$ cat src/verilog/lip_pkg.sv
// Constants, carriers and helpers for the light and proximity interrupt logic.
// Assumes a register port fed by a serial-bus front end and conversion strobes from both sensor channels.
// Overview of operation
// - Light result below low limit or above high limit is out of range.
// - Proximity result below low limit or above high limit is out of range.
// - Each sensor counts consecutive out-of-range results (light code 00 counts any result); flag rises at persistence count.
// - Raised interrupt holds until host writes zero to its flag bit in the interrupt configuration register.
// - Combine bit one: pin asserts only while both flags are set.
// - Combine bit resets to zero; zero asserts pin when either flag is set.
// - Clearing both enable bits powers down; both measurements stop.
// - Range codes 0 to 3 step finer scales; codes 4 to 7 finest.
// - Proximity persistence codes give 1, 4, 8 or 16 tripping conversions.
// - Light persistence code 00 flags every cycle; others need 4, 8, 16.
// - Light flag reads zero until an event, one after; written zero clears.
// - Interrupt pin is active low, driven while selected flag combination holds.
package lip_pkg;

	localparam int LIP_LIGHT_W = 12;
	localparam int LIP_PROX_W = 8;
	localparam int LIP_CNT_W = 5;

	// Register offsets
	localparam logic [7:0] LIP_OFS_ENABLE = 8'h01;
	localparam logic [7:0] LIP_OFS_INTCFG = 8'h02;
	localparam logic [7:0] LIP_OFS_PROX_LOW = 8'h03;
	localparam logic [7:0] LIP_OFS_PROX_HIGH = 8'h04;
	localparam logic [7:0] LIP_OFS_LTH1 = 8'h05;
	localparam logic [7:0] LIP_OFS_LTH2 = 8'h06;
	localparam logic [7:0] LIP_OFS_LTH3 = 8'h07;
	localparam logic [7:0] LIP_OFS_PROX_DATA = 8'h08;
	localparam logic [7:0] LIP_OFS_LDATA1 = 8'h09;
	localparam logic [7:0] LIP_OFS_LDATA2 = 8'h0a;
	localparam logic [7:0] LIP_OFS_RANGE = 8'h0b;

	// Field positions
	localparam int LIP_BIT_LIGHT_EN = 0;
	localparam int LIP_BIT_PROX_EN = 1;
	localparam int LIP_BIT_COMBINE = 0;
	localparam int LIP_BIT_LPERS_LO = 1;
	localparam int LIP_BIT_LFLAG = 3;
	localparam int LIP_BIT_PPERS_LO = 5;
	localparam int LIP_BIT_PFLAG = 7;

	// Reset values and finest scale code
	localparam logic [7:0] LIP_RST_ENABLE = 8'h00;
	localparam logic [7:0] LIP_RST_INTCFG = 8'h00;
	localparam logic [7:0] LIP_RST_LIMIT = 8'h00;
	localparam logic [7:0] LIP_RST_HIGH = 8'hff;
	localparam logic [7:0] LIP_RST_RANGE = 8'h00;
	localparam logic [2:0] LIP_SCALE_FINEST = 3'h4;

	// Persistence counts
	localparam logic [LIP_CNT_W-1:0] LIP_NEED_0 = 5'h01;
	localparam logic [LIP_CNT_W-1:0] LIP_NEED_1 = 5'h04;
	localparam logic [LIP_CNT_W-1:0] LIP_NEED_2 = 5'h08;
	localparam logic [LIP_CNT_W-1:0] LIP_NEED_3 = 5'h10;

	typedef struct packed {
		logic wr;
		logic [7:0] addr;
		logic [7:0] wdata;
	} lip_reg_req_s;

	typedef struct packed {
		logic done;
		logic [LIP_LIGHT_W-1:0] data;
	} lip_light_conv_s;

	typedef struct packed {
		logic done;
		logic [LIP_PROX_W-1:0] data;
	} lip_prox_conv_s;

	function automatic logic [LIP_CNT_W-1:0] lip_persist_need(input logic [1:0] code);
		case (code)
			2'h0: lip_persist_need = LIP_NEED_0;
			2'h1: lip_persist_need = LIP_NEED_1;
			2'h2: lip_persist_need = LIP_NEED_2;
			default: lip_persist_need = LIP_NEED_3;
		endcase
	endfunction : lip_persist_need

endpackage : lip_pkg

$ cat src/verilog/lip_persist_filter.sv
// Window compare and persistence filter for one sensor channel.
// Assumes conv_done_in is a one-cycle strobe already gated by the channel enable.
`timescale 1ns/1ps
module lip_persist_filter #(
	parameter int RES_W = 12,
	parameter bit CODE0_ALWAYS = 1'h0
) (
	input wire logic clk_in,
	input wire logic rst_n_in,
	input wire logic conv_done_in,
	input wire logic [RES_W-1:0] result_in,
	input wire logic [RES_W-1:0] low_in,
	input wire logic [RES_W-1:0] high_in,
	input wire logic [1:0] persist_in,
	input wire logic flag_clear_in,
	output logic flag_out,
	output logic [lip_pkg::LIP_CNT_W-1:0] count_out
);
	import lip_pkg::*;

	logic flag_r, flag_nxt;
	logic [LIP_CNT_W-1:0] count_r, count_nxt, need;
	logic outside;

	always_comb begin
		need = lip_persist_need(persist_in);
		outside = (result_in < low_in) || (result_in > high_in);
		count_nxt = count_r;
		flag_nxt = flag_r;
		if (flag_clear_in) begin
			flag_nxt = 1'h0;
		end
		// Set is applied after clear so an event in the clearing cycle survives
		if (conv_done_in) begin
			if (outside || (CODE0_ALWAYS && persist_in == 2'h0)) begin
				if (count_r + 5'h01 >= need) begin
					count_nxt = need;
					flag_nxt = 1'h1;
				end else begin
					count_nxt = count_r + 5'h01;
				end
			end else begin
				count_nxt = '0;
			end
		end
	end

	always_ff @(posedge clk_in) begin
		if (!rst_n_in) begin
			flag_r <= 1'h0;
			count_r <= '0;
		end else begin
			flag_r <= flag_nxt;
			count_r <= count_nxt;
		end
	end

	assign flag_out = flag_r;
	assign count_out = count_r;

	a_count_bound: assert property (@(posedge clk_in) disable iff (!rst_n_in)
		count_r <= LIP_NEED_3)
		else $error("persistence count above sixteen");

endmodule : lip_persist_filter

$ cat src/verilog/lip_interrupt_logic.sv
// Register file and interrupt generation for the light and proximity sensor.
// Assumes a serial-bus front end presents one-cycle register writes and samples read data a cycle after the address.
`timescale 1ns/1ps
module lip_interrupt_logic (
	input wire logic clk_in,
	input wire logic rst_n_in,
	input wire lip_pkg::lip_reg_req_s reg_req_in,
	output logic [7:0] reg_rdata_out,
	input wire lip_pkg::lip_light_conv_s light_conv_in,
	input wire lip_pkg::lip_prox_conv_s prox_conv_in,
	output logic light_enable_out,
	output logic proximity_enable_out,
	output logic power_down_out,
	output logic [2:0] light_scale_select_out,
	output logic interrupt_out_low_out,
	output logic interrupt_oe_out
);
	import lip_pkg::*;

	logic [7:0] enable_r, enable_nxt;
	logic [7:0] intcfg_r, intcfg_nxt;
	logic [7:0] plow_r, plow_nxt, phigh_r, phigh_nxt;
	logic [7:0] lth1_r, lth1_nxt, lth2_r, lth2_nxt, lth3_r, lth3_nxt;
	logic [7:0] range_r, range_nxt;
	logic [LIP_PROX_W-1:0] pdata_r, pdata_nxt;
	logic [LIP_LIGHT_W-1:0] ldata_r, ldata_nxt;
	logic [7:0] rdata_nxt;
	logic l_en_r, l_en_nxt, p_en_r, p_en_nxt, pd_r, pd_nxt;
	logic [2:0] scale_r, scale_nxt;
	logic int_oe_r, int_oe_nxt, pin_r, pin_nxt;
	logic wr_intcfg, l_done, p_done, l_flag, p_flag, hit;
	logic [LIP_LIGHT_W-1:0] l_low, l_high;
	logic [LIP_CNT_W-1:0] l_count, p_count;

	function automatic logic [2:0] scale_decode(input logic [2:0] code);
		scale_decode = (code >= LIP_SCALE_FINEST) ? LIP_SCALE_FINEST : code;
	endfunction : scale_decode

	// Register writes
	always_comb begin
		enable_nxt = enable_r;
		intcfg_nxt = intcfg_r;
		plow_nxt = plow_r;
		phigh_nxt = phigh_r;
		lth1_nxt = lth1_r;
		lth2_nxt = lth2_r;
		lth3_nxt = lth3_r;
		range_nxt = range_r;
		if (reg_req_in.wr) begin
			if (reg_req_in.addr == LIP_OFS_ENABLE) begin
				enable_nxt = reg_req_in.wdata;
			end else if (reg_req_in.addr == LIP_OFS_INTCFG) begin
				// Flag bits live in the filters; only control fields are stored here
				intcfg_nxt = reg_req_in.wdata & 8'h67;
			end else if (reg_req_in.addr == LIP_OFS_PROX_LOW) begin
				plow_nxt = reg_req_in.wdata;
			end else if (reg_req_in.addr == LIP_OFS_PROX_HIGH) begin
				phigh_nxt = reg_req_in.wdata;
			end else if (reg_req_in.addr == LIP_OFS_LTH1) begin
				lth1_nxt = reg_req_in.wdata;
			end else if (reg_req_in.addr == LIP_OFS_LTH2) begin
				lth2_nxt = reg_req_in.wdata;
			end else if (reg_req_in.addr == LIP_OFS_LTH3) begin
				lth3_nxt = reg_req_in.wdata;
			end else if (reg_req_in.addr == LIP_OFS_RANGE) begin
				range_nxt = {5'h00, reg_req_in.wdata[2:0]};
			end
		end
	end

	always_ff @(posedge clk_in) begin
		if (!rst_n_in) begin
			enable_r <= LIP_RST_ENABLE;
			intcfg_r <= LIP_RST_INTCFG;
			plow_r <= LIP_RST_LIMIT;
			phigh_r <= LIP_RST_HIGH;
			lth1_r <= LIP_RST_LIMIT;
			lth2_r <= LIP_RST_HIGH & 8'hf0;
			lth3_r <= LIP_RST_HIGH;
			range_r <= LIP_RST_RANGE;
		end else begin
			enable_r <= enable_nxt;
			intcfg_r <= intcfg_nxt;
			plow_r <= plow_nxt;
			phigh_r <= phigh_nxt;
			lth1_r <= lth1_nxt;
			lth2_r <= lth2_nxt;
			lth3_r <= lth3_nxt;
			range_r <= range_nxt;
		end
	end

	// Conversions are ignored while a channel is disabled
	assign l_done = light_conv_in.done && enable_r[LIP_BIT_LIGHT_EN];
	assign p_done = prox_conv_in.done && enable_r[LIP_BIT_PROX_EN];
	assign wr_intcfg = reg_req_in.wr && (reg_req_in.addr == LIP_OFS_INTCFG);
	assign l_low = {lth2_r[3:0], lth1_r};
	assign l_high = {lth3_r, lth2_r[7:4]};

	lip_persist_filter #(
		.RES_W(LIP_LIGHT_W),
		.CODE0_ALWAYS(1'h1)
	) u_light_filter (
		.clk_in(clk_in),
		.rst_n_in(rst_n_in),
		.conv_done_in(l_done),
		.result_in(light_conv_in.data),
		.low_in(l_low),
		.high_in(l_high),
		.persist_in(intcfg_r[LIP_BIT_LPERS_LO+:2]),
		.flag_clear_in(wr_intcfg && !reg_req_in.wdata[LIP_BIT_LFLAG]),
		.flag_out(l_flag),
		.count_out(l_count)
	);

	lip_persist_filter #(
		.RES_W(LIP_PROX_W),
		.CODE0_ALWAYS(1'h0)
	) u_prox_filter (
		.clk_in(clk_in),
		.rst_n_in(rst_n_in),
		.conv_done_in(p_done),
		.result_in(prox_conv_in.data),
		.low_in(plow_r),
		.high_in(phigh_r),
		.persist_in(intcfg_r[LIP_BIT_PPERS_LO+:2]),
		.flag_clear_in(wr_intcfg && !reg_req_in.wdata[LIP_BIT_PFLAG]),
		.flag_out(p_flag),
		.count_out(p_count)
	);

	// Status, read-back and pin
	always_comb begin
		pdata_nxt = p_done ? prox_conv_in.data : pdata_r;
		ldata_nxt = l_done ? light_conv_in.data : ldata_r;
		if (intcfg_r[LIP_BIT_COMBINE]) begin
			hit = l_flag && p_flag;
		end else begin
			hit = l_flag || p_flag;
		end
		int_oe_nxt = hit;
		pin_nxt = !hit;
		l_en_nxt = enable_r[LIP_BIT_LIGHT_EN];
		p_en_nxt = enable_r[LIP_BIT_PROX_EN];
		pd_nxt = !enable_r[LIP_BIT_LIGHT_EN] && !enable_r[LIP_BIT_PROX_EN];
		scale_nxt = scale_decode(range_r[2:0]);
		if (reg_req_in.addr == LIP_OFS_ENABLE) begin
			rdata_nxt = enable_r;
		end else if (reg_req_in.addr == LIP_OFS_INTCFG) begin
			rdata_nxt = intcfg_r | {p_flag, 3'h0, l_flag, 3'h0};
		end else if (reg_req_in.addr == LIP_OFS_PROX_LOW) begin
			rdata_nxt = plow_r;
		end else if (reg_req_in.addr == LIP_OFS_PROX_HIGH) begin
			rdata_nxt = phigh_r;
		end else if (reg_req_in.addr == LIP_OFS_LTH1) begin
			rdata_nxt = lth1_r;
		end else if (reg_req_in.addr == LIP_OFS_LTH2) begin
			rdata_nxt = lth2_r;
		end else if (reg_req_in.addr == LIP_OFS_LTH3) begin
			rdata_nxt = lth3_r;
		end else if (reg_req_in.addr == LIP_OFS_PROX_DATA) begin
			rdata_nxt = pdata_r;
		end else if (reg_req_in.addr == LIP_OFS_LDATA1) begin
			rdata_nxt = ldata_r[7:0];
		end else if (reg_req_in.addr == LIP_OFS_LDATA2) begin
			rdata_nxt = {4'h0, ldata_r[11:8]};
		end else if (reg_req_in.addr == LIP_OFS_RANGE) begin
			rdata_nxt = range_r;
		end else begin
			rdata_nxt = 8'h00;
		end
	end

	always_ff @(posedge clk_in) begin
		if (!rst_n_in) begin
			pdata_r <= '0;
			ldata_r <= '0;
			int_oe_r <= 1'h0;
			pin_r <= 1'h1;
			l_en_r <= 1'h0;
			p_en_r <= 1'h0;
			pd_r <= 1'h1;
			scale_r <= 3'h0;
			reg_rdata_out <= 8'h00;
		end else begin
			pdata_r <= pdata_nxt;
			ldata_r <= ldata_nxt;
			int_oe_r <= int_oe_nxt;
			pin_r <= pin_nxt;
			l_en_r <= l_en_nxt;
			p_en_r <= p_en_nxt;
			pd_r <= pd_nxt;
			scale_r <= scale_nxt;
			reg_rdata_out <= rdata_nxt;
		end
	end

	assign interrupt_oe_out = int_oe_r;
	assign interrupt_out_low_out = pin_r;
	assign light_enable_out = l_en_r;
	assign proximity_enable_out = p_en_r;
	assign power_down_out = pd_r;
	assign light_scale_select_out = scale_r;

	a_light_out_range: assert property (@(posedge clk_in) disable iff (!rst_n_in)
		(l_done && light_conv_in.data > l_high && intcfg_r[2:1] == 2'h0) |=> l_flag)
		else $error("light result above high limit did not flag");

	a_prox_out_range: assert property (@(posedge clk_in) disable iff (!rst_n_in)
		(p_done && prox_conv_in.data < plow_r && intcfg_r[6:5] == 2'h0) |=> p_flag)
		else $error("proximity result below low limit did not flag");

	a_prox_equal_limit: assert property (@(posedge clk_in) disable iff (!rst_n_in)
		(p_done && prox_conv_in.data == plow_r && plow_r <= phigh_r && !p_flag && !wr_intcfg) |=> !p_flag)
		else $error("proximity result on limit raised the flag");

	a_flag_holds: assert property (@(posedge clk_in) disable iff (!rst_n_in)
		(p_flag && !wr_intcfg) |=> p_flag)
		else $error("proximity flag dropped without a write");

	a_flag_clear: assert property (@(posedge clk_in) disable iff (!rst_n_in)
		(wr_intcfg && !reg_req_in.wdata[LIP_BIT_LFLAG] && !l_done) |=> !l_flag)
		else $error("light flag not cleared by write of zero");

	a_stop_light: assert property (@(posedge clk_in) disable iff (!rst_n_in)
		(!enable_r[LIP_BIT_LIGHT_EN] && !l_flag) |=> !l_flag)
		else $error("light flag rose while light channel disabled");

	a_pin_or: assert property (@(posedge clk_in) disable iff (!rst_n_in)
		(!intcfg_r[LIP_BIT_COMBINE] && (l_flag || p_flag)) |=> (interrupt_oe_out && !interrupt_out_low_out))
		else $error("pin not asserted in either-flag mode");

	a_pin_and: assert property (@(posedge clk_in) disable iff (!rst_n_in)
		(intcfg_r[LIP_BIT_COMBINE] && !(l_flag && p_flag)) |=> !interrupt_oe_out)
		else $error("pin asserted without both flags");

	a_scale_finest: assert property (@(posedge clk_in) disable iff (!rst_n_in)
		(range_r[2]) |=> light_scale_select_out == LIP_SCALE_FINEST)
		else $error("upper range codes not mapped to finest scale");

	a_prox_persist4: assert property (@(posedge clk_in) disable iff (!rst_n_in)
		(p_done && !p_flag && p_count == 5'h00 && intcfg_r[6:5] == 2'h1) |=> !p_flag)
		else $error("proximity flag rose on first of four");

	// First out-of-window result under code 01 must not flag yet
	a_light_persist4: assert property (@(posedge clk_in) disable iff (!rst_n_in)
		(l_done && !l_flag && l_count == 5'h00 && intcfg_r[2:1] == 2'h1) |=> !l_flag)
		else $error("light flag rose on first of four");

	c_light_event: cover property (@(posedge clk_in) disable iff (!rst_n_in) $rose(l_flag));
	c_and_assert: cover property (@(posedge clk_in) disable iff (!rst_n_in)
		intcfg_r[LIP_BIT_COMBINE] && $rose(interrupt_oe_out));
	c_prox_sixteen: cover property (@(posedge clk_in) disable iff (!rst_n_in)
		$rose(p_flag) && intcfg_r[6:5] == 2'h3);
	c_clear_write: cover property (@(posedge clk_in) disable iff (!rst_n_in) $fell(interrupt_oe_out));

endmodule : lip_interrupt_logic

$ cat config.mk
export PLATFORM = sky130hd
export DESIGN_NAME = lip_interrupt_logic
export DESIGN_NICKNAME = d
export VERILOG_FILES = /design/src/verilog/lip_pkg.sv /design/src/verilog/lip_persist_filter.sv /design/src/verilog/lip_interrupt_logic.sv
export SDC_FILE = /design/constraint.sdc
export NUM_CORES = 1
export LEC_CHECK = 0
export BUFFER_PORTS_ARGS = -buffer_cell sky130_fd_sc_hd__buf_4
export CAP_MARGIN = 20
export CORE_UTILIZATION = 55
export DETAILED_ROUTE_END_ITERATION = 8
export GPL_ROUTABILITY_DRIVEN = 0
export PLACE_DENSITY = 0.75
export SYNTH_ARGS = -nofsm -noshare
export SYNTH_HDL_FRONTEND = slang
export SYNTH_SLANG_ARGS = --single-unit
export TNS_END_PERCENT = 30
$ cat constraint.sdc
create_clock -name clk_in -period 3.9 [get_ports clk_in]
set_input_delay 0.39 -clock clk_in [delete_from_list [all_inputs] [get_ports clk_in]]
set_output_delay 0.39 -clock clk_in [all_outputs]
set_load 0.01 [all_outputs]
==> results.txt <==
synthesis warning total - 0
buffers added on ports - 56
multi-input logic area - 3460 sq um
WL final - 15.8 mm
Worst Path Max Fanout - 10
Tcrit/Tclk final - 0.650
hpwl dp - 11.7 mm
Layout area overhead - 11.1%
most frequent cells in the layout - nand2_1 (108), dfxtp_1 (104), buf_4 (59), ha_1 (48), inv_1 (46)
setup TNS - 0 ns
post-layout util - 0.634
cell with the largest stage delay on the worst path - a21oi_2
DR vias - 5178
Pwr Total - 2.07 mW
synth unique cells - 68
num ports - 57
top post-synthesis cells by area - dfxtp_1 (35%), ha_1 (10%), nand2_1 (6.8%)
Top FF cell, synth - dfxtp_1
fin crit period - 2.53 ns
Rows - 37
CP Cell Sequence - ha_1, xor2_1, ha_1, nor4b_1, o21bai_1, a21oi_2, mux2i_1, a32o_1, a31o_2
total gr overflow - 0
Worst Setup End Kind - register
post-DR wirelength/cell - 18.1 microns
Crit path largest cell delay - 0.38 ns
initial cell density of the core - 0.571
DR DRC count - 0
MaxCap Viol Count - 0
Chip Height - 106 microns
hold_ws - 0.289 ns
hold-fix buffers at CTS - 0
Least-Margin Pin Slew - 0.641 ns
Detail Route Antenna Nets - 0
delay-heaviest family, CP - compound AO/OA/AOI/OAI gates
largest area contributor in the netlist - dfxtp_1
Iter 0 DRT Violations - 391
Die ar. - 11200 sq um
storage element area - 2080 sq um
met1 Resource Use GR - 0.389
postcts setup bufs - 0
worst endpoint data arrival time - 2.82 ns
commonest non-fill, non-tap cell in the layout - nand2_1
slew margin rel. - 0.562
chip width - 106 microns
number of enable flip-flop cells after synthesis - 0
CP Buf/Inv Count - 0
Leakage - 2.67 nW
critical path type - reg -> reg
H-tree depth - 3
Final setup violation count - 0
GR Layer Usage met2 - 0.484
met3 Use GR - 0.0482
total global-route track usage - 0.294
Power per Cell Area - 315 nW/um^2
CTS Root Cell - clkbuf_8
Synth Instances - 704
top cell type's share of synthesized area - 0.352
share of layout cells above drive strength 1 - 0.129
post-cts sizing count - 0
final hold viol count - 0
TritonCTS Sinks - 104
RSZ-0062 raised after global routing - false
Clock Skews - 0.0116 ns
largest net degree at the start of global routing - 56
required time worst endpoint - 4.18 ns
Longest Clk Path Bufs - 2
Post-Layout Inst Area - 6580 sq um
vias per cell - 5.94
grt peak-use layer - met2
run status - finished, final reports clean
TritonCTS Buffers - 9
clock slew at reported path FFs - 0.10 ns
Layout fillers - 940
critical path startpoint category - register
dpl cell area - 6330 sq um
post-synthesis net count - 793
DR pass1 iterations - 7
initial antenna violation count - 0
Worst path most repeated cell - ha_1
Skew-Pair Late Insertion Delay - 0.38 ns
number of global-route vias before repair - 4877
Seq/Total Area, Yosys - 0.352
Worst Hold Class - in -> reg
VDD IR-drop max - 219 uV
syn avg cell area - 8.41 sq um
Yosys reg bits - 104
CTS tree - yes
Fmax - 395 MHz
# diodes - 0
fin nets - 819
Core Area - 10400 sq um
FFs w/ async S/R, synth - 0
global-route wire length before repair - 25.3 mm
Post-Syn Area - 5920 sq um
Max Slew Vio Count - 0
-- report_power, final --
part	leakage [nW]	internal, mW	switching [mW]
sequential	0.838	1.06	0.000948
combinational	1.71	0.0749	0.114
clock	0.121	0.433	0.384
total	2.67	1.57	0.499
-- worst min-delay path, cell delays in order --
cell	delay, ns
buf_4	0.12
nand2_1	0.05
a21boi_0	0.06
-- cell families (layout without fill, tap and decap cells) --
family          after synthesis  count (layout)  synth area share
compound gates              174             174             0.207
mux                          30              30            0.0560
xor+xnor                      6               6           0.00888
simple gates                252             252             0.212
buf+inv                      90             121            0.0632
fa+ha+maj                    48              48             0.101
flops                       104             104             0.352
-- sequential cells by signal, indices dropped and copies added (netlist names), 3 cells and up --
register and count:
ldata_r 12, pdata_r 8, reg_rdata_out 8, intcfg_r 5, enable_r 8, plow_r 8
u_light_filter.count_out 5, lth3_r 8, phigh_r 8, range_r 3, u_prox_filter.count_out 5, lth2_r 8
lth1_r 8, light_scale_select_out 3
-- worst paths after layout --
path / start / to / slack, ns / depth (start not counted)
max: u_prox_filter.count_out[0]$_SDFFE_PN0P_ / u_prox_filter.count_out[2]$_SDFFE_PN0P_ / 1.37 / 9
min: prox_conv_in[0] / pdata_r[0]$_SDFFE_PN0P_ / 0.29 / 3
max reg2reg: u_prox_filter.count_out[0]$_SDFFE_PN0P_ / u_prox_filter.count_out[2]$_SDFFE_PN0P_ / 1.37 / 9
min reg2reg: enable_r[6]$_SDFFE_PN0P_ / enable_r[6]$_SDFFE_PN0P_ / 0.47 / 2
-- cell usage after synthesis (all sizes together), types with 3 or more instances --
cell	count
nand2	109
dfxtp	104
ha	48
inv	46
nand3	45
a21boi	44
a21oi	28
nor2b	27
clkbuf	25
mux2i	23
o211ai	23
o21ai	23
nor2	22
buf	19
nand2b	12
and2	10
a22o	8
a22oi	5
a31oi	5
and3	5
mux2	5
nand4	5
o31ai	5
o22ai	4
xnor2	4
a2111oi	3
a211oi	3
a32o	3
nor3	3
o2bb2ai	3
-- layer usage --
| layer | vias up | wire length, microns | share of wire |
|---|---|---|---|
| li1 | 2531 | - | - |
| met1 | 2438 | 6860 | 0.44 |
| met3 | 27 | 954 | 0.061 |
| met2 | 182 | 7610 | 0.48 |
| met5 | - | 0 | 0 |
| met4 | 0 | 335 | 0.021 |
-- per-stage QoR --
step	setup slack [ns]	std cells
after detailed placement	1.38	855
after floorplan	1.63	704
after global placement	1.42	855
after global routing	1.17	871
final	1.37	871
after CTS	1.37	871
-- area by class of cell --
type | count | share of cell area
tap | 136 | 0.0259
timing repair buffer | 59 | 0.0673
clock inverter | 7 | 0.0188
multi-input combinational | 510 | 0.526
clock buffer | 9 | 0.0188
sequential | 104 | 0.317
inverter | 46 | 0.0263
No activity file was read; power rests on OpenSTA's default activity.
